==> src/rtl/smie_pkg.sv <==
// Operation
// RL1: Right shift inserts zero at top, old bit 0 to carry, zero flag from result.
// RL2: Shift result goes to accumulator if dest is 0, else back to file register.
// RL3: File copy goes to accumulator if dest is 0, else back to same register.
// RL4: File copy sets zero flag from value; one word, one instruction cycle.
// RL5: Indirect load reads register at selected pointer address into accumulator.
// RL6: Update code 00 pre-inc, 01 pre-dec, 10 post-inc, 11 post-dec.
// RL7: Offset form uses pointer plus signed -32..31 offset; pointer stays unchanged.
// RL8: Afterwards pointer is one higher for increments, one lower for decrements.
// RL9: Pointer is 16 bits and wraps modulo 65536 without fault.
// RL10: Indirect load sets zero flag from loaded value.
// RL11: Operand selects one of two pointers; only the selected one is updated.
package smie_pkg;

  // ----------------------------------------
  // Widths
  // ----------------------------------------
  localparam int unsigned SMIE_DATA_W  = 8;
  localparam int unsigned SMIE_FADDR_W = 7;
  localparam int unsigned SMIE_PTR_W   = 16;
  localparam int unsigned SMIE_OFF_W   = 6;
  localparam int unsigned SMIE_NPTR    = 2;

  // ----------------------------------------
  // Codes and reset values
  // ----------------------------------------
  localparam logic       SMIE_DEST_ACC   = 1'b0;
  localparam logic [1:0] SMIE_UPD_PREINC = 2'b00;
  localparam logic [1:0] SMIE_UPD_PREDEC = 2'b01;
  localparam logic [1:0] SMIE_UPD_POSTINC = 2'b10;
  localparam logic [1:0] SMIE_UPD_POSTDEC = 2'b11;
  localparam logic [SMIE_PTR_W-1:0]  SMIE_PTR_RST  = 16'h0000;
  localparam logic [SMIE_PTR_W-1:0]  SMIE_PTR_ONE  = 16'h0001;
  localparam logic [SMIE_DATA_W-1:0] SMIE_DATA_RST = 8'h00;
  localparam logic [SMIE_FADDR_W-1:0] SMIE_FADDR_RST = 7'h00;

  // ----------------------------------------
  // Types
  // ----------------------------------------
  typedef enum logic [1:0] {
    SMIE_OP_NONE,
    SMIE_OP_SHIFT_RIGHT,
    SMIE_OP_FILE_COPY,
    SMIE_OP_INDIRECT_LOAD
  } smie_op_t;

  typedef struct packed {
    smie_op_t                op;
    logic                    dest;
    logic [SMIE_FADDR_W-1:0] faddr;
    logic [SMIE_DATA_W-1:0]  fdata;
    logic                    ptr_sel;
    logic                    rel_form;
    logic [1:0]              upd_code;
    logic [SMIE_OFF_W-1:0]   offset;
  } smie_instr_t;

  typedef struct packed {
    logic                    we;
    logic [SMIE_FADDR_W-1:0] addr;
    logic [SMIE_DATA_W-1:0]  data;
  } smie_fwrite_t;

endpackage

==> src/rtl/smie_exec.sv <==
`timescale 1ns/1ns
module smie_exec
  import smie_pkg::*;
(
  // Clock and reset
  input  wire logic                    clk_sys_in,
  input  wire logic                    resetn_in,
  // Instruction issue
  input  wire logic                    issue_valid_in,
  input  wire smie_instr_t             instr_in,
  // Direct pointer load
  input  wire logic                    ptr_load_in,
  input  wire logic                    ptr_load_sel_in,
  input  wire logic [SMIE_PTR_W-1:0]   ptr_load_val_in,
  // Indirect data read
  input  wire logic [SMIE_DATA_W-1:0]  mem_rdata_in,
  output logic                         mem_rd_out,
  output logic      [SMIE_PTR_W-1:0]   mem_addr_out,
  // File register write back
  output smie_fwrite_t                 fwrite_out,
  // Core state
  output logic      [SMIE_DATA_W-1:0]  acc_out,
  output logic                         carry_out,
  output logic                         zero_out,
  output logic      [SMIE_PTR_W-1:0]   ptr0_out,
  output logic      [SMIE_PTR_W-1:0]   ptr1_out,
  output logic                         busy_out,
  output logic                         done_out
);

  // ----------------------------------------
  // State
  // ----------------------------------------
  // One extra state covers the single-cycle indirect read
  typedef enum logic {
    SMIE_ST_IDLE,
    SMIE_ST_LOAD_WAIT
  } smie_state_t;

  smie_state_t            state_d;
  smie_state_t            state_q;
  logic [SMIE_DATA_W-1:0] acc_d;
  logic [SMIE_DATA_W-1:0] acc_q;
  logic                   carry_d;
  logic                   carry_q;
  logic                   zero_d;
  logic                   zero_q;
  smie_fwrite_t           fwrite_d;
  smie_fwrite_t           fwrite_q;
  logic                   mem_rd_d;
  logic                   mem_rd_q;
  logic [SMIE_PTR_W-1:0]  mem_addr_d;
  logic [SMIE_PTR_W-1:0]  mem_addr_q;
  logic                   done_d;
  logic                   done_q;
  logic                   busy_d;
  logic                   busy_q;

  // ----------------------------------------
  // Pointer pair
  // ----------------------------------------
  logic [SMIE_PTR_W-1:0] ptr_val [SMIE_NPTR];
  logic [SMIE_NPTR-1:0]  step_en;
  logic                  step_down;
  logic [SMIE_PTR_W-1:0] sel_ptr;
  logic [SMIE_PTR_W-1:0] off_ext;
  logic [SMIE_PTR_W-1:0] eff_addr;
  logic [SMIE_DATA_W-1:0] shift_res;
  logic                  take;

  // Busy state refuses a new issue; nothing is queued
  assign take      = issue_valid_in && (state_q == SMIE_ST_IDLE);
  assign sel_ptr   = ptr_val[instr_in.ptr_sel]; // RL11
  assign off_ext   = {{(SMIE_PTR_W-SMIE_OFF_W){instr_in.offset[SMIE_OFF_W-1]}}, instr_in.offset};
  assign step_down = instr_in.upd_code[0];
  // Old bit 0 leaves through carry, zero enters at the top
  assign shift_res = {1'b0, instr_in.fdata[SMIE_DATA_W-1:1]}; // RL1

  // ----------------------------------------
  // Effective address
  // ----------------------------------------
  // Pre modes address the stepped value, post modes the old one
  always_comb begin
    unique case (instr_in.upd_code)
      SMIE_UPD_PREINC:  eff_addr = sel_ptr + SMIE_PTR_ONE; // RL6 RL9
      SMIE_UPD_PREDEC:  eff_addr = sel_ptr - SMIE_PTR_ONE; // RL6 RL9
      SMIE_UPD_POSTINC: eff_addr = sel_ptr; // RL6
      SMIE_UPD_POSTDEC: eff_addr = sel_ptr; // RL6
    endcase
    // Offset form wins over whatever update code rides along
    if (instr_in.rel_form) begin
      eff_addr = sel_ptr + off_ext; // RL7 RL9
    end
  end

  // ----------------------------------------
  // Pointer stepping
  // ----------------------------------------
  // Only the chosen pointer steps; offset form never steps
  always_comb begin
    step_en = '0;
    if (take && instr_in.op == SMIE_OP_INDIRECT_LOAD && !instr_in.rel_form) begin
      step_en[instr_in.ptr_sel] = 1'b1; // RL7 RL8 RL11
    end
  end

  // A direct load in the same cycle beats the step inside the unit
  for (genvar gi = 0; gi < SMIE_NPTR; gi++) begin : g_ptr
    smie_ptr_unit u_ptr (
      .clk_sys_in   (clk_sys_in),
      .resetn_in    (resetn_in),
      .load_in      (ptr_load_in && (ptr_load_sel_in == 1'(gi))),
      .load_val_in  (ptr_load_val_in),
      .step_in      (step_en[gi]),
      .step_down_in (step_down),
      .ptr_out      (ptr_val[gi])
    );
  end

  // ----------------------------------------
  // Execution
  // ----------------------------------------
  always_comb begin
    state_d    = state_q;
    acc_d      = acc_q;
    carry_d    = carry_q;
    zero_d     = zero_q;
    // Address and data read as zero between writes
    fwrite_d   = '0;
    mem_rd_d   = 1'b0;
    mem_addr_d = mem_addr_q;
    done_d     = 1'b0;
    busy_d     = 1'b0;
    unique case (state_q)
      SMIE_ST_IDLE: begin
        if (take) begin
          unique case (instr_in.op)
            SMIE_OP_SHIFT_RIGHT: begin
              carry_d = instr_in.fdata[0]; // RL1
              zero_d  = (shift_res == SMIE_DATA_RST); // RL1
              done_d  = 1'b1;
              if (instr_in.dest == SMIE_DEST_ACC) begin
                acc_d = shift_res; // RL2
              end else begin
                fwrite_d = '{we: 1'b1, addr: instr_in.faddr, data: shift_res}; // RL2
              end
            end
            SMIE_OP_FILE_COPY: begin
              // Carry is left alone by a copy
              zero_d = (instr_in.fdata == SMIE_DATA_RST); // RL4
              done_d = 1'b1; // RL4
              if (instr_in.dest == SMIE_DEST_ACC) begin
                acc_d = instr_in.fdata; // RL3
              end else begin
                fwrite_d = '{we: 1'b1, addr: instr_in.faddr, data: instr_in.fdata}; // RL3
              end
            end
            SMIE_OP_INDIRECT_LOAD: begin
              // Window is not storage: read goes out at the pointer address
              mem_rd_d   = 1'b1; // RL5
              mem_addr_d = eff_addr; // RL5
              busy_d     = 1'b1;
              state_d    = SMIE_ST_LOAD_WAIT;
            end
            SMIE_OP_NONE: begin
              // Taken, but touches no state
              done_d = 1'b0;
            end
          endcase
        end
      end
      SMIE_ST_LOAD_WAIT: begin
        // Read data stands in the same cycle as the mem_rd_out request
        acc_d   = mem_rdata_in; // RL5
        zero_d  = (mem_rdata_in == SMIE_DATA_RST); // RL10
        done_d  = 1'b1;
        state_d = SMIE_ST_IDLE;
      end
    endcase
  end

  // ----------------------------------------
  // Registers
  // ----------------------------------------
  always_ff @(posedge clk_sys_in or negedge resetn_in) begin
    if (!resetn_in) begin
      state_q    <= SMIE_ST_IDLE;
      acc_q      <= SMIE_DATA_RST;
      carry_q    <= 1'b0;
      zero_q     <= 1'b0;
      fwrite_q   <= '0;
      mem_rd_q   <= 1'b0;
      mem_addr_q <= SMIE_PTR_RST;
      done_q     <= 1'b0;
      busy_q     <= 1'b0;
    end else begin
      state_q    <= state_d;
      acc_q      <= acc_d;
      carry_q    <= carry_d;
      zero_q     <= zero_d;
      fwrite_q   <= fwrite_d;
      mem_rd_q   <= mem_rd_d;
      mem_addr_q <= mem_addr_d;
      done_q     <= done_d;
      busy_q     <= busy_d;
    end
  end

  // ----------------------------------------
  // Outputs
  // ----------------------------------------
  assign acc_out      = acc_q;
  assign carry_out    = carry_q;
  assign zero_out     = zero_q;
  assign fwrite_out   = fwrite_q;
  assign mem_rd_out   = mem_rd_q;
  assign mem_addr_out = mem_addr_q;
  assign done_out     = done_q;
  assign busy_out     = busy_q;
  // Pointers come straight from the unit flops
  assign ptr0_out     = ptr_val[0];
  assign ptr1_out     = ptr_val[1];

endmodule // smie_exec

==> src/rtl/smie_ptr_unit.sv <==
`timescale 1ns/1ns
module smie_ptr_unit
  import smie_pkg::*;
(
  // Clock and reset
  input  wire logic                  clk_sys_in,
  input  wire logic                  resetn_in,
  // Direct load from the core
  input  wire logic                  load_in,
  input  wire logic [SMIE_PTR_W-1:0] load_val_in,
  // Step after an indirect load
  input  wire logic                  step_in,
  input  wire logic                  step_down_in,
  // Pointer value
  output logic      [SMIE_PTR_W-1:0] ptr_out
);

  logic [SMIE_PTR_W-1:0] ptr_d;
  logic [SMIE_PTR_W-1:0] ptr_q;

  always_comb begin
    ptr_d = ptr_q;
    if (load_in) begin
      ptr_d = load_val_in;
    end else if (step_in) begin
      // Plain 16-bit sum, so 0000h-1 and FFFFh+1 wrap
      ptr_d = step_down_in ? ptr_q - SMIE_PTR_ONE : ptr_q + SMIE_PTR_ONE; // RL8 RL9
    end
  end

  always_ff @(posedge clk_sys_in or negedge resetn_in) begin
    if (!resetn_in) begin
      ptr_q <= SMIE_PTR_RST;
    end else begin
      ptr_q <= ptr_d;
    end
  end

  assign ptr_out = ptr_q;

endmodule // smie_ptr_unit

==> config.mk <==
export PLATFORM = sky130hd
export DESIGN_NAME = smie_exec
export DESIGN_NICKNAME = d
export VERILOG_FILES = /design/src/rtl/smie_pkg.sv /design/src/rtl/smie_exec.sv /design/src/rtl/smie_ptr_unit.sv
export SDC_FILE = /design/constraint.sdc
export NUM_CORES = 1
export LEC_CHECK = 0
export BUFFER_PORTS_ARGS = -buffer_cell sky130_fd_sc_hd__clkbuf_2
export CAP_MARGIN = 20
export CORE_UTILIZATION = 24
export DETAILED_ROUTE_END_ITERATION = 7
export GPL_TIMING_DRIVEN = 0
export PLACE_DENSITY_LB_ADDON = 0.05
export SLEW_MARGIN = 20
export SYNTH_ARGS = -nofsm -noshare
export SYNTH_HDL_FRONTEND = slang
export SYNTH_SLANG_ARGS = --single-unit
==> constraint.sdc <==
create_clock -name clk_sys_in -period 3.3 [get_ports clk_sys_in]
set_input_delay 0 -clock clk_sys_in [delete_from_list [all_inputs] [get_ports clk_sys_in]]
set_output_delay 0 -clock clk_sys_in [all_outputs]
set_load 0.02 [all_outputs]
# After elaboration in Yosys (flattened, before gate mapping)
# Index checks and enable logic that the tools add are counted.
# classes
order_cmp	3
n_eq_ne	10
n_mux	34
n_reduce_logical	19
n_bitwise	3
n_addsub	7
# ops
operator	count
16-bit two-way mux	14
16-bit by 1-bit adder with 16-bit output, second input constant	3
16-bit case mux with 3 select lines	1
16-bit by 1-bit subtractor with 16-bit output, second input constant	3
16-bit case mux with 2 select lines	1
8-bit case mux with 2 select lines	2
8-bit zero test	3
8-bit two-way mux	3
16-bit adder	1
2-bit equality test, second input constant	4
1-bit case mux with 2 select lines	4
1-bit two-way mux	7
1-bit logical AND	6
3-bit inequality test, second input constant	2
3-bit AND reduction	2
2-bit by 1-bit equality test with 1-bit output, second input constant	2
4-bit AND reduction	1
2-bit nonzero test	2
2-bit OR reduction	2
3-bit by 1-bit inequality test with 1-bit output, second input constant	1
2-bit >= comparator, second input constant	1
2-bit zero test	1
1-bit by 2-bit less-than comparator with 1-bit output, second input constant	1
2-bit two-way mux	1
7 further kinds	8
# word_totals
word_cells	88
output_inout_bits	77
register_bits	77
in_bits	57

# Longest topological paths before layout
# Gate-level depths: netlist (run 1).
# logic_depth
ltp_word	7
mapped_depth	15
mapped_depth_nobuf	12

# Modules after synthesis
# Synthesis (run 1) repeated with hierarchy kept, for this count alone.
# unflattened
hier_cells	744
area_unflattened_um2	6431.2
# modules_own_cells
mod	instances	seq_area_each_um2	area_each_um2	cells_each
smie_exec	1	1101.1	3676.0	442
smie_ptr_unit	2	400.4	1377.6	151

# Least setup slack after synthesis (run 1)
# OpenSTA, ideal clock, no wires.
# synth_timing
kind	input to register
startpoint	input instr_in[9] (netlist bit)
endpoint	register mem_addr_q[14] (netlist: mem_addr_out[14])
path_buffers	3
cell_stages	14
required_time_ns	3.168
arrival_ns	3.557
setup_time_ns	0.132
setup_slack_ns	-0.389
path_cell_list	buf_6 clkbuf_1 buf_1 o21ai_0 fa_1 a21o_1 a21o_1 a2111oi_2 nor3_1 or4_1 a31o_2 a21oi_1 xor2_1 o211ai_1
# synth_via
elab_chain_cells	7
word_cells_on_any_way	9
cone_classes	3 x add/sub; 5 x mux; 1 x bitwise
# synth_rtl
element	line	rtl
start, declared	smie_exec.sv:10	input wire smie_instr_t instr_in,
1-bit inverter with 2-bit output (implied by the code) (*)	smie_exec.sv:73	assign sel_ptr = ptr_val[instr_in.ptr_sel];
16-bit two-way mux (implied by the code) (*) (3 in series)	smie_exec.sv:73	
16-bit by 1-bit subtractor with 16-bit output / 16-bit by 1-bit adder with 16-bit output (equally long branches)	smie_exec.sv:86, smie_exec.sv:85	
16-bit case mux with 3 select lines	smie_exec.sv:84	unique case (instr_in.upd_code)
16-bit two-way mux (*)	smie_exec.sv:91	if (instr_in.rel_form) begin
end signal, assigned	smie_exec.sv:203	mem_addr_q <= mem_addr_d;
end, declared	smie_exec.sv:53	logic [SMIE_PTR_W-1:0] mem_addr_q;
# Every way passes the cells marked *; elsewhere a longest branch is shown, timed or not. The select of a mux whose other input is x is not followed.
# A chain may end at the register's enable or synchronous reset.

# Final worst setup path (run 1)
# layout_timing
startpoint	register g_ptr[0].u_ptr.ptr_q[0]
endpoint	register mem_addr_q[14] (netlist: mem_addr_out[14])
# layout_via
elab_chain_cells	6
word_cells_on_any_way	8
cone_classes	3 x add/sub; 5 x mux
# layout_rtl
element	line	rtl
start, declared	smie_ptr_unit.sv:19	logic [SMIE_PTR_W-1:0] ptr_q;
start signal, assigned	smie_ptr_unit.sv:35	ptr_q <= ptr_d;
16-bit two-way mux (implied by the code) (*) (3 in series)	smie_exec.sv:73	
16-bit by 1-bit subtractor with 16-bit output / 16-bit by 1-bit adder with 16-bit output (equally long branches)	smie_exec.sv:86, smie_exec.sv:85	
16-bit case mux with 3 select lines	smie_exec.sv:84	
16-bit two-way mux (*)	smie_exec.sv:91	
# Marks and branches as above.

==> parameters.txt, run 1 <==
Parameter                              Value

Finish
  Most common library cell in the layout ignoring fill and taps    sky130_fd_sc_hd__clkbuf_2
  Fraction of layout cells with a size suffix above 1    20.84%
  Final core utilization    32.18%
  Final cell count without fillers    1314
  Number of diodes added for antenna fixing    0
  Area grow syn2layout    31.57%
  Layout Nets    1089
  Final non-filler cell area    8363 um2
  Commonest cells after routing, fill and taps aside    sky130_fd_sc_hd__clkbuf_2 (130), sky130_fd_sc_hd__nand2_1 (85), sky130_fd_sc_hd__dfrtp_1 (73), sky130_fd_sc_hd__nor2_1 (72), sky130_fd_sc_hd__o21ai_0 (68)

Yosys
  Dominant register cell in the synthesized netlist    sky130_fd_sc_hd__dfrtp_1
  Net count of the mapped netlist    895
  Synth Area per Inst    8.149 um2
  Post-synth EDFFs    0
  Top cell type's share of synthesized area    29.92%
  Synthesized cell area    6356 um2
  Leading area contributor after synthesis    sky130_fd_sc_hd__dfrtp_1
  Post-synthesis cell count    780
  Count of yosys warnings during synthesis    0
  Distinct cells, synth    63
  Biggest area contributors in the synthesized netlist    sky130_fd_sc_hd__dfrtp_1 (30%), sky130_fd_sc_hd__ha_1 (11%), sky130_fd_sc_hd__o21ai_0 (5.6%)
  Sequential-to-total area share from yosys stat    29.92%
  Post-synth ARST share    100.0%
  Flip-flop and latch count after synthesis    76

Floorplanning
  Row count    59
  Area of the placeable core    25980 um2
  Die area    27140 um2
  Chip Height    164.7 um
  Die extent in x    164.7 um
  Initial Util    24.46%
  IO Count    134

Hold path
  Number of instances on the worst hold path    3
  Hold wc startpoint    ptr_load_in
  Endpoint, Worst Hold    g_ptr[1].u_ptr.ptr_out[15]
  Class of the tightest hold or removal check    input pin to flip-flop

Drt
  WL final    22220 um
  DRC    0
  First-pass iteration count of the detailed router    6
  Antenna-violating nets left    0
  Wire length per cell after detailed routing    16.91 um
  Ratio of routed vias to standard cells    4.783
  Iteration-0 DRC Markers    267
  Total number of vias    6285

Placed design
  Gpl congestion    0.8025
  Worst-case setup slack after placement    -818.9 ps
  Instance area at placement    7476 um2
  Buffers added on ports    131
  Post-Place Cells    1246
  Detailed placer's ending HPWL    17110 um

Clock tree
  Htree depth    3
  Clock Pin Slew Worst Setup and Hold Paths    70 ps
  Clock tree from TritonCTS    done
  Worst skew pair latency    350 ps
  TritonCTS sink count    76
  Maximum clock insertion buffer count    2
  CTS Buf Count    9
  CTS Root Buffer Type    sky130_fd_sc_hd__clkbuf_16

Run status
  Run status    complete, no violations

Critical path
  Largest stage delay, worst path    440 ps
  Endpoint of the worst-slack reg-to-reg timing path    mem_addr_out[14]
  Reg-to-reg critical path startpoint    g_ptr[0].u_ptr.ptr_out[0]
  CP cell instances    mux2_4, ha_4, fa_2, a21o_1, a21o_1, a2111oi_4, nor3_2, or4_4, a31o_4, a21oi_2, xor2_1, o211ai_1
  Kind of end point of the critical path    flip-flop
  Required time at the endpoint of the critical path    3510 ps
  Worst Path Max Fanout    3
  Critical Path Most Common Cell    sky130_fd_sc_hd__a21o_1
  Reg-to-reg setup timing slack    40 ps
  Class of the most critical setup path    flip-flop to flip-flop
  Crit path buffers/inverters    0
  Signal arrival time at the worst endpoint    3470 ps
  CP delay by family, top    compound AO/OA/AOI/OAI gates
  Crit path max-delay cell type    sky130_fd_sc_hd__or4_4
  R2r worst-path depth    12
  Kind of start point of the critical path    flip-flop

GRT
  Wire length of the first global-routing pass    35290 um
  Most crowded layer after global routing    met2
  Global-route total usage across every layer    16.88%
  Maximum number of pins on one net before global-route repair    77
  Antenna violations before repair    0
  Number of global-route vias before repair    6284
  Overflow left after global routing    0
  Global Route met3 Usage    2.662%
  Met2 usage in global routing    26.62%
  Met1 usage in global routing    24.11%

Timing
  Measured slew at the worst slew-check pin    772.7 ps
  RSZ-0062 raised after global routing    true
  Final-report hold violation count    0
  Final cycle utilization of the critical path    98.81%
  Shortest clock period the worst path allows after layout    3261 ps
  Worst setup skew after layout    12.56 ps
  Setup violators final    0
  Max Slew Vio Count    0
  Achievable clock frequency    306.7 MHz
  PnR worst setup slack    39.11 ps
  Worst max-slew margin expressed relative to the limit    48.21%

Power and ir drop
  Maximum ir drop on the vdd rail    0.0002063 V
  Power per cell area    485.3 nW/um2
  Final total power    4.058 mW
  Static power due to leakage    3.818 nW

Job
  Max_cap viols    0
==> worst reg2reg max path, cell delays in order, from the launching register on <==
cell and delay [ps]:
sky130_fd_sc_hd__dfrtp_2 420, sky130_fd_sc_hd__mux2_4 310, sky130_fd_sc_hd__ha_4 170, sky130_fd_sc_hd__fa_2 340, sky130_fd_sc_hd__a21o_1 170, sky130_fd_sc_hd__a21o_1 210, sky130_fd_sc_hd__a2111oi_4 360, sky130_fd_sc_hd__nor3_2 80
sky130_fd_sc_hd__or4_4 440, sky130_fd_sc_hd__a31o_4 240, sky130_fd_sc_hd__a21oi_2 140, sky130_fd_sc_hd__xor2_1 150, sky130_fd_sc_hd__o211ai_1 90
==> layer usage <==
layer  share of wire [%]  vias to the layer above
met5                   0                        -
met4                0.98                        0
met3                 3.8                       12
met2                  45                      113
met1                  50                     2942
li1                    -                     3218
==> cell usage after synthesis (3+ instances only) <==
| master | count |
|---|---|
| sky130_fd_sc_hd__o21a_1 | 12 |
| sky130_fd_sc_hd__or2_2 | 3 |
| sky130_fd_sc_hd__clkbuf_1 | 27 |
| sky130_fd_sc_hd__a31oi_1 | 10 |
| sky130_fd_sc_hd__a22o_1 | 3 |
| sky130_fd_sc_hd__mux2i_1 | 18 |
| sky130_fd_sc_hd__ha_1 | 54 |
| sky130_fd_sc_hd__and2_1 | 12 |
| sky130_fd_sc_hd__a31o_2 | 3 |
| sky130_fd_sc_hd__a211oi_1 | 7 |
| sky130_fd_sc_hd__o41ai_1 | 3 |
| sky130_fd_sc_hd__buf_1 | 3 |
| sky130_fd_sc_hd__mux2_2 | 10 |
| sky130_fd_sc_hd__nand4_1 | 3 |
| sky130_fd_sc_hd__a21boi_0 | 3 |
| sky130_fd_sc_hd__a21oi_1 | 65 |
| sky130_fd_sc_hd__nand2_1 | 85 |
| sky130_fd_sc_hd__or3_1 | 12 |
| sky130_fd_sc_hd__a21o_1 | 21 |
| sky130_fd_sc_hd__xnor2_1 | 27 |
| sky130_fd_sc_hd__o31ai_1 | 4 |
| sky130_fd_sc_hd__nand3b_1 | 4 |
| sky130_fd_sc_hd__nor2_1 | 72 |
| sky130_fd_sc_hd__nor4_1 | 9 |
| sky130_fd_sc_hd__o211ai_1 | 7 |
| sky130_fd_sc_hd__o21ai_0 | 71 |
| sky130_fd_sc_hd__xor2_1 | 13 |
| sky130_fd_sc_hd__inv_1 | 22 |
| sky130_fd_sc_hd__and3_1 | 6 |
| sky130_fd_sc_hd__fa_1 | 4 |
| sky130_fd_sc_hd__a22oi_1 | 8 |
| sky130_fd_sc_hd__dfrtp_1 | 76 |
| sky130_fd_sc_hd__nand3_1 | 21 |
| sky130_fd_sc_hd__nor2b_1 | 12 |
| sky130_fd_sc_hd__nand2b_1 | 7 |
| sky130_fd_sc_hd__nor3_1 | 25 |
==> how the worst max path moves through the flow <==
stage	from	to	cells past startpoint	slack (ps)
2_1_floorplan	g_ptr[0].u_ptr.ptr_out[0]	mem_addr_out[14]	12	3
3_3_place_gp	instr_in[9]	mem_addr_out[15]	14	-890
3_5_place_dp	instr_in[9]	mem_addr_out[15]	14	-820
4_1_cts	g_ptr[0].u_ptr.ptr_out[0]	mem_addr_out[14]	12	-60
5_1_grt	g_ptr[0].u_ptr.ptr_out[0]	mem_addr_out[14]	12	-110
6_report	g_ptr[0].u_ptr.ptr_out[0]	mem_addr_out[14]	12	40
==> logic make-up (layout without fill, tap and decap cells) <==
group | count (synthesis) | after routing | synth area share (%)
AO/OA/AOI/OAI | 242 | 242 | 23.68
XOR/XNOR | 40 | 40 | 5.512
adder cells (fa/ha/maj) | 59 | 59 | 12.05
buffers and inverters | 57 | 256 | 3.583
flip-flops | 76 | 76 | 29.92
multiplexers | 29 | 29 | 4.842
AND/OR/NAND/NOR | 277 | 277 | 20.41
==> metrics by stage <==
step | TNS (ps) | hold WS [ps]
2_1_floorplan | 0 | -295.6
3_3_place_gp | -10170 | 207.4
3_5_place_dp | -8978 | 91.08
4_1_cts | -58.90 | 82.79
5_1_grt | -145.8 | 107.9
6_report | 0 | 74.84
==> power by group <==
| group | internal (mW) | leakage (nW) | switching (mW) | total (mW) |
|---|---|---|---|---|
| Sequential | 1.08 | 0.940 | 0.139 | 1.22 |
| Combinational | 0.776 | 2.74 | 1.08 | 1.86 |
| Clock | 0.521 | 0.139 | 0.459 | 0.981 |
==> what timing repair did <==
item                                   in CTS  in global routing
setup buffers                               8                  3
hold buffers                               42                  0
setup endpoints to repair                  13                 12
pin swaps                                   3                  8
resized for setup                          12                 15
endpoints found under the hold margin     133                  0
==> final cells by class <==
| cell class | instances | area, um2 |
|---|---|---|
| plain buffers | 33 | 145.1 |
| clock buffers | 9 | 225.2 |
| clock inverters | 7 | 55.05 |
| fillers | 2825 | 17620 |
| inverters | 23 | 90.09 |
| multi-input cells | 647 | 4353 |
| flip-flops and latches | 76 | 1906 |
| well taps | 335 | 419.2 |
| repair buffers | 184 | 1170 |
==> registers in the layout (all words and copies together) (netlist names) <==
register / count
mem_addr_out: 16
carry_out: 1
busy_out: 1
acc_out: 8
fwrite_out: 16
g_ptr.u_ptr.ptr_out: 32
zero_out: 1
done_out: 1
No activity file was read; power rests on OpenSTA's default activity.
==> inputs of run 2 (changes only) <==
==> constraint.sdc (replaced) <==
create_clock -name clk_sys_in -period 3.3 [get_ports clk_sys_in]
set_input_delay 0.495 -clock clk_sys_in [delete_from_list [all_inputs] [get_ports clk_sys_in]]
set_output_delay 0.495 -clock clk_sys_in [all_outputs]
set_load 0.02 [all_outputs]
==> run 2 against run 1 <==
  * Register-to-register slack better by 20 ps
  * Largest power group unchanged
  * Critical path depth stayed put
  * Total power is 1.1% lower
  * Clock power is 0.4% lower
  * Highest routed layer unchanged
  * Flip-flop and latch count stayed put
  * Cell count is 3.3% lower
  * Clock skew hardly changed
  * Maximum frequency is 0.52% higher
  * Setup slack better by 17 ps
  * Global-route usage is 0.30 points lower
  * Critical endpoint unchanged
  * Sequential power hardly changed
  * Sequential share of layout area is 1.1 points higher
  * Critical path type unchanged
==> parameters.txt, run 2 (same netlist as run 1, synthesis figures left out) <==
Parameter                              Value

Run status
  Run status    complete, no violations (unchanged)

Timing
  RSZ-0062 raised after global routing    true (unchanged)
  Final-report hold violation count    0 (unchanged)
  Measured slew at the worst slew-check pin    798.3 ps (was 772.7 ps)
  Shortest clock period the worst path allows after layout    3244 ps (was 3261 ps)
  Final cycle utilization of the critical path    98.31% (was 98.81%)
  Worst setup skew after layout    12.44 ps (was 12.56 ps)
  Max Slew Vio Count    0 (unchanged)
  Worst max-slew margin expressed relative to the limit    46.49% (was 48.21%)
  Setup violators final    0 (unchanged)
  PnR worst setup slack    55.93 ps (was 39.11 ps)
  Achievable clock frequency    308.3 MHz (was 306.7 MHz)
  Post-route setup TNS    0 ps (unchanged)

Clock tree
  Clock Pin Slew Worst Setup and Hold Paths    70 ps (about the same)
  TritonCTS sink count    76 (unchanged)
  Clock tree from TritonCTS    done (unchanged)
  CTS Buf Count    9 (unchanged)
  Worst skew pair latency    350 ps (about the same)
  Htree depth    3 (unchanged)
  CTS Root Buffer Type    sky130_fd_sc_hd__clkbuf_16 (unchanged)
  Total of hold buffers inserted after clock tree synthesis    0 (was 42)
  Maximum clock insertion buffer count    2 (unchanged)

Placed design
  Buffers added on ports    131 (unchanged)
  Detailed placer's ending HPWL    17230 um (was 17110 um)
  Worst-case setup slack after placement    -1205 ps (was -818.9 ps)
  Post-Place Cells    1246 (unchanged)
  Gpl congestion    0.7928 (was 0.8025)

Critical path
  Kind of start point of the critical path    flip-flop (unchanged)
  Start point of the critical path    g_ptr[0].u_ptr.ptr_out[0] (unchanged)
  Endpoint of the worst-slack reg-to-reg timing path    mem_addr_out[14] (unchanged)
  Class of the most critical setup path    flip-flop to flip-flop (unchanged)
  Reg-to-reg setup timing slack    60 ps (was 40 ps)
  R2r worst-path depth    12 (unchanged)
  Reg-to-reg critical path startpoint    g_ptr[0].u_ptr.ptr_out[0] (unchanged)
  Critical path capture point    mem_addr_out[14] (unchanged)
  Kind of end point of the critical path    flip-flop (unchanged)
  Signal arrival time at the worst endpoint    3460 ps (was 3470 ps)
  Required time at the endpoint of the critical path    3520 ps (was 3510 ps)
  Worst Path Max Fanout    4 (was 3)

Drt
  First-pass iteration count of the detailed router    6 (unchanged)
  Iteration-0 DRC Markers    336 (was 267)
  Antenna-violating nets left    0 (unchanged)
  Wire length per cell after detailed routing    17.19 um (was 16.91 um)
  DRC    0 (unchanged)
  Ratio of routed vias to standard cells    4.825 (was 4.783)
  WL final    21830 um (was 22220 um)
  Total number of vias    6128 (was 6285)

Floorplanning
  Die area    27140 um2 (unchanged)
  Area of the placeable core    25980 um2 (unchanged)
  Row count    59 (unchanged)
  Chip Height    164.7 um (unchanged)
  Die extent in x    164.7 um (unchanged)
  IO Count    134 (unchanged)
  Initial Util    24.46% (unchanged)

Finish
  Final core utilization    30.67% (was 32.18%)
  Area grow syn2layout    25.37% (was 31.57%)
  Most common library cell in the layout ignoring fill and taps    sky130_fd_sc_hd__clkbuf_2 (unchanged)
  Final cell count without fillers    1270 (was 1314)
  Fraction of layout cells with a size suffix above 1    22.67% (was 20.84%)
  Commonest cells after routing, fill and taps aside    sky130_fd_sc_hd__clkbuf_2 (130), sky130_fd_sc_hd__nand2_1 (84), sky130_fd_sc_hd__dfrtp_1 (73), sky130_fd_sc_hd__nor2_1 (72), sky130_fd_sc_hd__o21ai_0 (67) (was sky130_fd_sc_hd__clkbuf_2 (130), sky130_fd_sc_hd__nand2_1 (85), sky130_fd_sc_hd__dfrtp_1 (73), sky130_fd_sc_hd__nor2_1 (72), sky130_fd_sc_hd__o21ai_0 (68))
  Flip-flop count of the largest register after layout    32 (unchanged)
  Layout Nets    1045 (was 1089)
  Number of diodes added for antenna fixing    0 (unchanged)

Power and ir drop
  Power per cell area    503.8 nW/um2 (was 485.3 nW/um2)
  Static power due to leakage    3.645 nW (was 3.818 nW)
  Maximum ir drop on the vdd rail    0.0002168 V (was 0.0002063 V)

GRT
  Global-route total usage across every layer    16.58% (was 16.88%)
  Overflow left after global routing    0 (unchanged)
  Number of global-route vias before repair    5996 (was 6284)
  Wire length of the first global-routing pass    34350 um (was 35290 um)
  Antenna violations before repair    0 (unchanged)
  Maximum number of pins on one net before global-route repair    77 (unchanged)

Hold path
  Class of the tightest hold or removal check    input pin to asynchronous set/reset pin (was input pin to flip-flop)

Job
  Max_cap viols    0 (unchanged)
run 2: cell count changes in the layout (fill, tap and decap cells not counted), moves of 2 or more:
| cell | before | now |
|---|---|---|
| sky130_fd_sc_hd__a211oi_1 | 5 | 3 |
| sky130_fd_sc_hd__a211oi_2 | 2 | 4 |
| sky130_fd_sc_hd__a21boi_0 | 3 | 0 |
| sky130_fd_sc_hd__a21boi_1 | 0 | 3 |
| sky130_fd_sc_hd__a21oi_1 | 64 | 62 |
| sky130_fd_sc_hd__a21oi_2 | 2 | 4 |
| sky130_fd_sc_hd__buf_4 | 14 | 10 |
| sky130_fd_sc_hd__buf_6 | 1 | 3 |
| sky130_fd_sc_hd__clkbuf_8 | 1 | 3 |
| sky130_fd_sc_hd__dlygate4sd3_1 | 42 | 0 |
| sky130_fd_sc_hd__mux2i_2 | 1 | 3 |
| sky130_fd_sc_hd__mux2i_4 | 2 | 0 |
run 2: report_power, final:
part / switching [mW] / internal (mW)
registers: 0.137 / 1.08
clock network: 0.456 / 0.521
logic: 1.08 / 0.744
total: 1.67 / 2.34
run 2: worst min path at each step:
stage / to / slack, ps / depth (start not counted)
floorplan: acc_out[0] / 200 / 0
global placement: mem_addr_out[6] / 460 / 2
detailed placement: mem_addr_out[2] / 470 / 2
CTS: mem_addr_out[2] / 210 / 1
global route: mem_addr_out[3] / 200 / 1
finish: mem_addr_out[2] / 130 / 1
run 2: routing by layer:
metal	wire length, um	GRT usage (%)	up-vias	share of wire [%]
met5	0	0	-	0
met4	295	4.545	0	1.4
met3	733	2.210	14	3.4
met2	9860	25.84	100	45
met1	10940	23.73	2879	50
li1	-	-	3135	-
run 2: critical path, stage by stage (launching register included):
cell and delay (ps):
sky130_fd_sc_hd__dfrtp_2 420, sky130_fd_sc_hd__mux2_4 310, sky130_fd_sc_hd__ha_4 180, sky130_fd_sc_hd__fa_2 350, sky130_fd_sc_hd__a21o_1 170, sky130_fd_sc_hd__a21o_1 200
sky130_fd_sc_hd__a2111oi_4 360, sky130_fd_sc_hd__nor3_2 80, sky130_fd_sc_hd__or4_4 430, sky130_fd_sc_hd__a31o_2 220, sky130_fd_sc_hd__a21oi_2 140, sky130_fd_sc_hd__xor2_1 150
sky130_fd_sc_hd__o211ai_1 90
run 2: cell type report:
class / instances / area (um2)
Sequential cell: 76 / 1906
Timing Repair Buffer: 140 / 740.7
Clock buffer: 9 / 225.2
Inverter: 23 / 93.84
Clock inverter: 7 / 55.05
Fill cell: 2854 / 18020
Multi-Input combinational cell: 647 / 4367
Buffer: 33 / 162.7
Tap cell: 335 / 419.2
run 2: what timing repair did:
item	CTS	global route
gates resized for setup	16	18
buffers inserted	6	3
endpoints found under the hold margin	0	0
pin swaps	1	1
gates cloned	0	0
setup endpoints to repair	25	13
run 2: per-stage QoR:
stage          total power [mW]  cell area (um2)  hold WS, ps
3_3_place_gp              3.012             7502        462.8
4_1_cts                   4.043             7889        210.0
6_report                  4.015             7969        128.2
2_1_floorplan             2.453             6427        199.4
3_5_place_dp              3.001             7516        470.8
5_1_grt                   4.343             7969        203.1
==> inputs of run 3 (changes only) <==
--- a/config.mk
+++ b/config.mk
@@ -11,6 +11,7 @@
 export DETAILED_ROUTE_END_ITERATION = 7
 export GPL_TIMING_DRIVEN = 0
 export PLACE_DENSITY_LB_ADDON = 0.05
+export REMOVE_ABC_BUFFERS = 1
 export SLEW_MARGIN = 20
 export SYNTH_ARGS = -nofsm -noshare
 export SYNTH_HDL_FRONTEND = slang
==> run 3 against run 2 <==
  * Clock power rose by 13%
  * Flip-flop and latch count is the same
  * Cell count down 2.1%
  * Maximum frequency decreased by 1.5%
  * Count of clock-buffer cells in the layout stayed put
  * Clock skew is 0.55 ps higher
  * Setup slack got worse by 51 ps
  * Combinational power about the same
  * Sequential power is essentially flat
  * Via count shrank 1.9%
  * Total power grew 2.6%
  * Critical endpoint unchanged
  * Highest routed layer unchanged
==> parameters.txt, run 3 (same netlist as run 1, synthesis figures left out) <==
Parameter                              Value

Power and ir drop
  Maximum ir drop on the vdd rail    0.0001842 V (was 0.0002168 V)
  Static power due to leakage    3.630 nW (was 3.645 nW)
  Final total power    4.118 mW (was 4.015 mW)
  Power per cell area    520.0 nW/um2 (was 503.8 nW/um2)

Clock tree
  TritonCTS sink count    76 (unchanged)
  Clock tree from TritonCTS    done (unchanged)
  Maximum clock insertion buffer count    2 (unchanged)
  CTS Buf Count    9 (unchanged)
  Htree depth    3 (unchanged)
  Clock Pin Slew Worst Setup and Hold Paths    70 ps (about the same)
  Worst skew pair latency    360 ps (was 350 ps)
  CTS Root Buffer Type    sky130_fd_sc_hd__clkbuf_16 (unchanged)

Timing
  Final cycle utilization of the critical path    99.84% (was 98.31%)
  Worst max-slew margin expressed relative to the limit    37.07% (was 46.49%)
  Hold Slack    153.9 ps (was 128.2 ps)
  Measured slew at the worst slew-check pin    943.9 ps (was 798.3 ps)
  Worst setup skew after layout    12.99 ps (was 12.44 ps)
  Max Slew Vio Count    0 (unchanged)
  Setup violators final    0 (unchanged)
  Achievable clock frequency    303.5 MHz (was 308.3 MHz)
  Final-report hold violation count    0 (unchanged)
  RSZ-0062 raised after global routing    true (unchanged)
  Shortest clock period the worst path allows after layout    3295 ps (was 3244 ps)

Drt
  Iteration-0 DRC Markers    338 (was 336)
  First-pass iteration count of the detailed router    4 (was 6)
  DRC    0 (unchanged)
  Antenna-violating nets left    0 (unchanged)
  Total number of vias    6011 (was 6128)
  Wire length per cell after detailed routing    17.20 um (was 17.19 um)
  WL final    21380 um (was 21830 um)
  Ratio of routed vias to standard cells    4.836 (was 4.825)

Critical path
  Signal arrival time at the worst endpoint    3530 ps (was 3460 ps)
  Class of the most critical setup path    flip-flop to flip-flop (unchanged)
  Reg-to-reg critical path startpoint    g_ptr[1].u_ptr.ptr_out[0] (was g_ptr[0].u_ptr.ptr_out[0])
  Required time at the endpoint of the critical path    3530 ps (was 3520 ps)
  CP cell instances    mux2_4, ha_4, fa_2, a21o_1, a21o_1, a2111oi_4, nor3_2, or4_4, a31o_4, a21oi_2, xor2_1, o211ai_1 (was mux2_4, ha_4, fa_2, a21o_1, a21o_1, a2111oi_4, nor3_2, or4_4, a31o_2, a21oi_2, xor2_1, o211ai_1)
  Largest stage delay, worst path    440 ps (was 430 ps)
  Kind of end point of the critical path    flip-flop (unchanged)
  Kind of start point of the critical path    flip-flop (unchanged)
  Critical Path Most Common Cell    sky130_fd_sc_hd__a21o_1 (unchanged)
  Worst Path Max Fanout    3 (was 4)
  Crit path max-delay cell type    sky130_fd_sc_hd__or4_4 (unchanged)
  Start point of the critical path    g_ptr[1].u_ptr.ptr_out[0] (was g_ptr[0].u_ptr.ptr_out[0])

Finish
  Layout Nets    1018 (was 1045)
  Final non-filler cell area    7920 um2 (was 7969 um2)
  Most common library cell in the layout ignoring fill and taps    sky130_fd_sc_hd__clkbuf_2 (unchanged)
  Final core utilization    30.48% (was 30.67%)
  Number of diodes added for antenna fixing    0 (unchanged)
  Final cell count without fillers    1243 (was 1270)
  Flip-flop count of the largest register after layout    32 (unchanged)
  Commonest cells after routing, fill and taps aside    sky130_fd_sc_hd__clkbuf_2 (129), sky130_fd_sc_hd__nand2_1 (83), sky130_fd_sc_hd__dfrtp_1 (73), sky130_fd_sc_hd__nor2_1 (72), sky130_fd_sc_hd__o21ai_0 (70) (was sky130_fd_sc_hd__clkbuf_2 (130), sky130_fd_sc_hd__nand2_1 (84), sky130_fd_sc_hd__dfrtp_1 (73), sky130_fd_sc_hd__nor2_1 (72), sky130_fd_sc_hd__o21ai_0 (67))
  Fraction of layout cells with a size suffix above 1    22.69% (was 22.67%)
  Area grow syn2layout    24.61% (was 25.37%)

Job
  Max_cap viols    0 (unchanged)

Floorplanning
  Area of the placeable core    25980 um2 (unchanged)
  Chip Height    164.7 um (unchanged)
  Initial Util    24.46% (unchanged)
  Die area    27140 um2 (unchanged)
  IO Count    134 (unchanged)
  Row count    59 (unchanged)
  Die extent in x    164.7 um (unchanged)

Placed design
  Post-Place Cells    1216 (was 1246)
  Gpl congestion    0.7939 (was 0.7928)
  Instance area at placement    7355 um2 (was 7516 um2)
  Detailed placer's ending HPWL    15670 um (was 17230 um)
  Buffers added on ports    133 (was 131)

Hold path
  Class of the tightest hold or removal check    input pin to asynchronous set/reset pin (unchanged)

Run status
  Run status    complete, no violations (unchanged)

GRT
  Antenna violations before repair    0 (unchanged)
  Wire length of the first global-routing pass    33340 um (was 34350 um)
  Global-route total usage across every layer    16.02% (was 16.58%)
  Overflow left after global routing    0 (unchanged)
  Number of global-route vias before repair    5895 (was 5996)
  Maximum number of pins on one net before global-route repair    77 (unchanged)
==> run 3: cell types whose count changed in the layout (fill, tap and decap cells not counted), moves of 3 or more <==
cell and change:
sky130_fd_sc_hd__a21boi_0 +3, sky130_fd_sc_hd__a21boi_1 -3, sky130_fd_sc_hd__clkbuf_1 -24, sky130_fd_sc_hd__o21ai_0 +3
==> run 3: layout make-up <==
class,count,area [um2]
fill,2870,18060
multi-input combinational,647,4365
sequential,76,1906
timing repair buffer,146,828.3
tap,335,419.2
clock buffer,9,225.2
inverter,23,93.84
clock inverter,7,82.58
==> run 3: power breakdown <==
part / leakage (nW) / internal, mW / switching, mW / total (mW)
registers: 0.940 / 1.08 / 0.139 / 1.22
logic: 2.55 / 0.740 / 1.06 / 1.80
clock network: 0.144 / 0.599 / 0.499 / 1.10
==> run 3: worst max-delay path: cells and delay by family, from the launching register on <==
kind	cells	cell delay, ps
compound gates	6	1200
xor+xnor	1	150
fa+ha+maj	2	580
flops	1	430
mux	1	300
simple gates	2	530
==> run 3: worst paths after layout <==
| kind | end | slack, ps | cells past startpoint |
|---|---|---|---|
| max | mem_addr_out[14] | 5 | 12 |
| min | mem_addr_out[14] | 150 | 2 |
| max reg2reg | mem_addr_out[14] | 5 | 12 |
| min reg2reg | mem_addr_out[6] | 480 | 2 |
| max in group asynchronous | g_ptr[0].u_ptr.ptr_out[0] | 2740 | 2 |
| min in group clk_sys_in | fwrite_out[10] | 340 | 2 |
==> run 3: layer usage <==
layer	vias up	GRT usage, %	routed length [um]
li1	3095	-	-
met1	2790	23.07	10860
met2	112	25.17	9617
met3	14	2.109	702
met4	0	3.628	199
met5	-	0	0
==> run 3: timing repair <==
item / in CTS / in global routing
endpoints found under the setup margin: 37 / 20
hold buffers: 0 / 0
resized for setup: 25 / 14
pin swaps: 5 / 0
setup buffers: 8 / 3
==> run 3: metrics by stage <==
stage          TNS [ps]  setup slack (ps)
2_1_floorplan    -260.3            -260.3
3_5_place_dp     -25390             -1246
6_report              0             5.116
4_1_cts               0             6.934
3_3_place_gp     -27800             -1312
5_1_grt          -102.8            -102.8
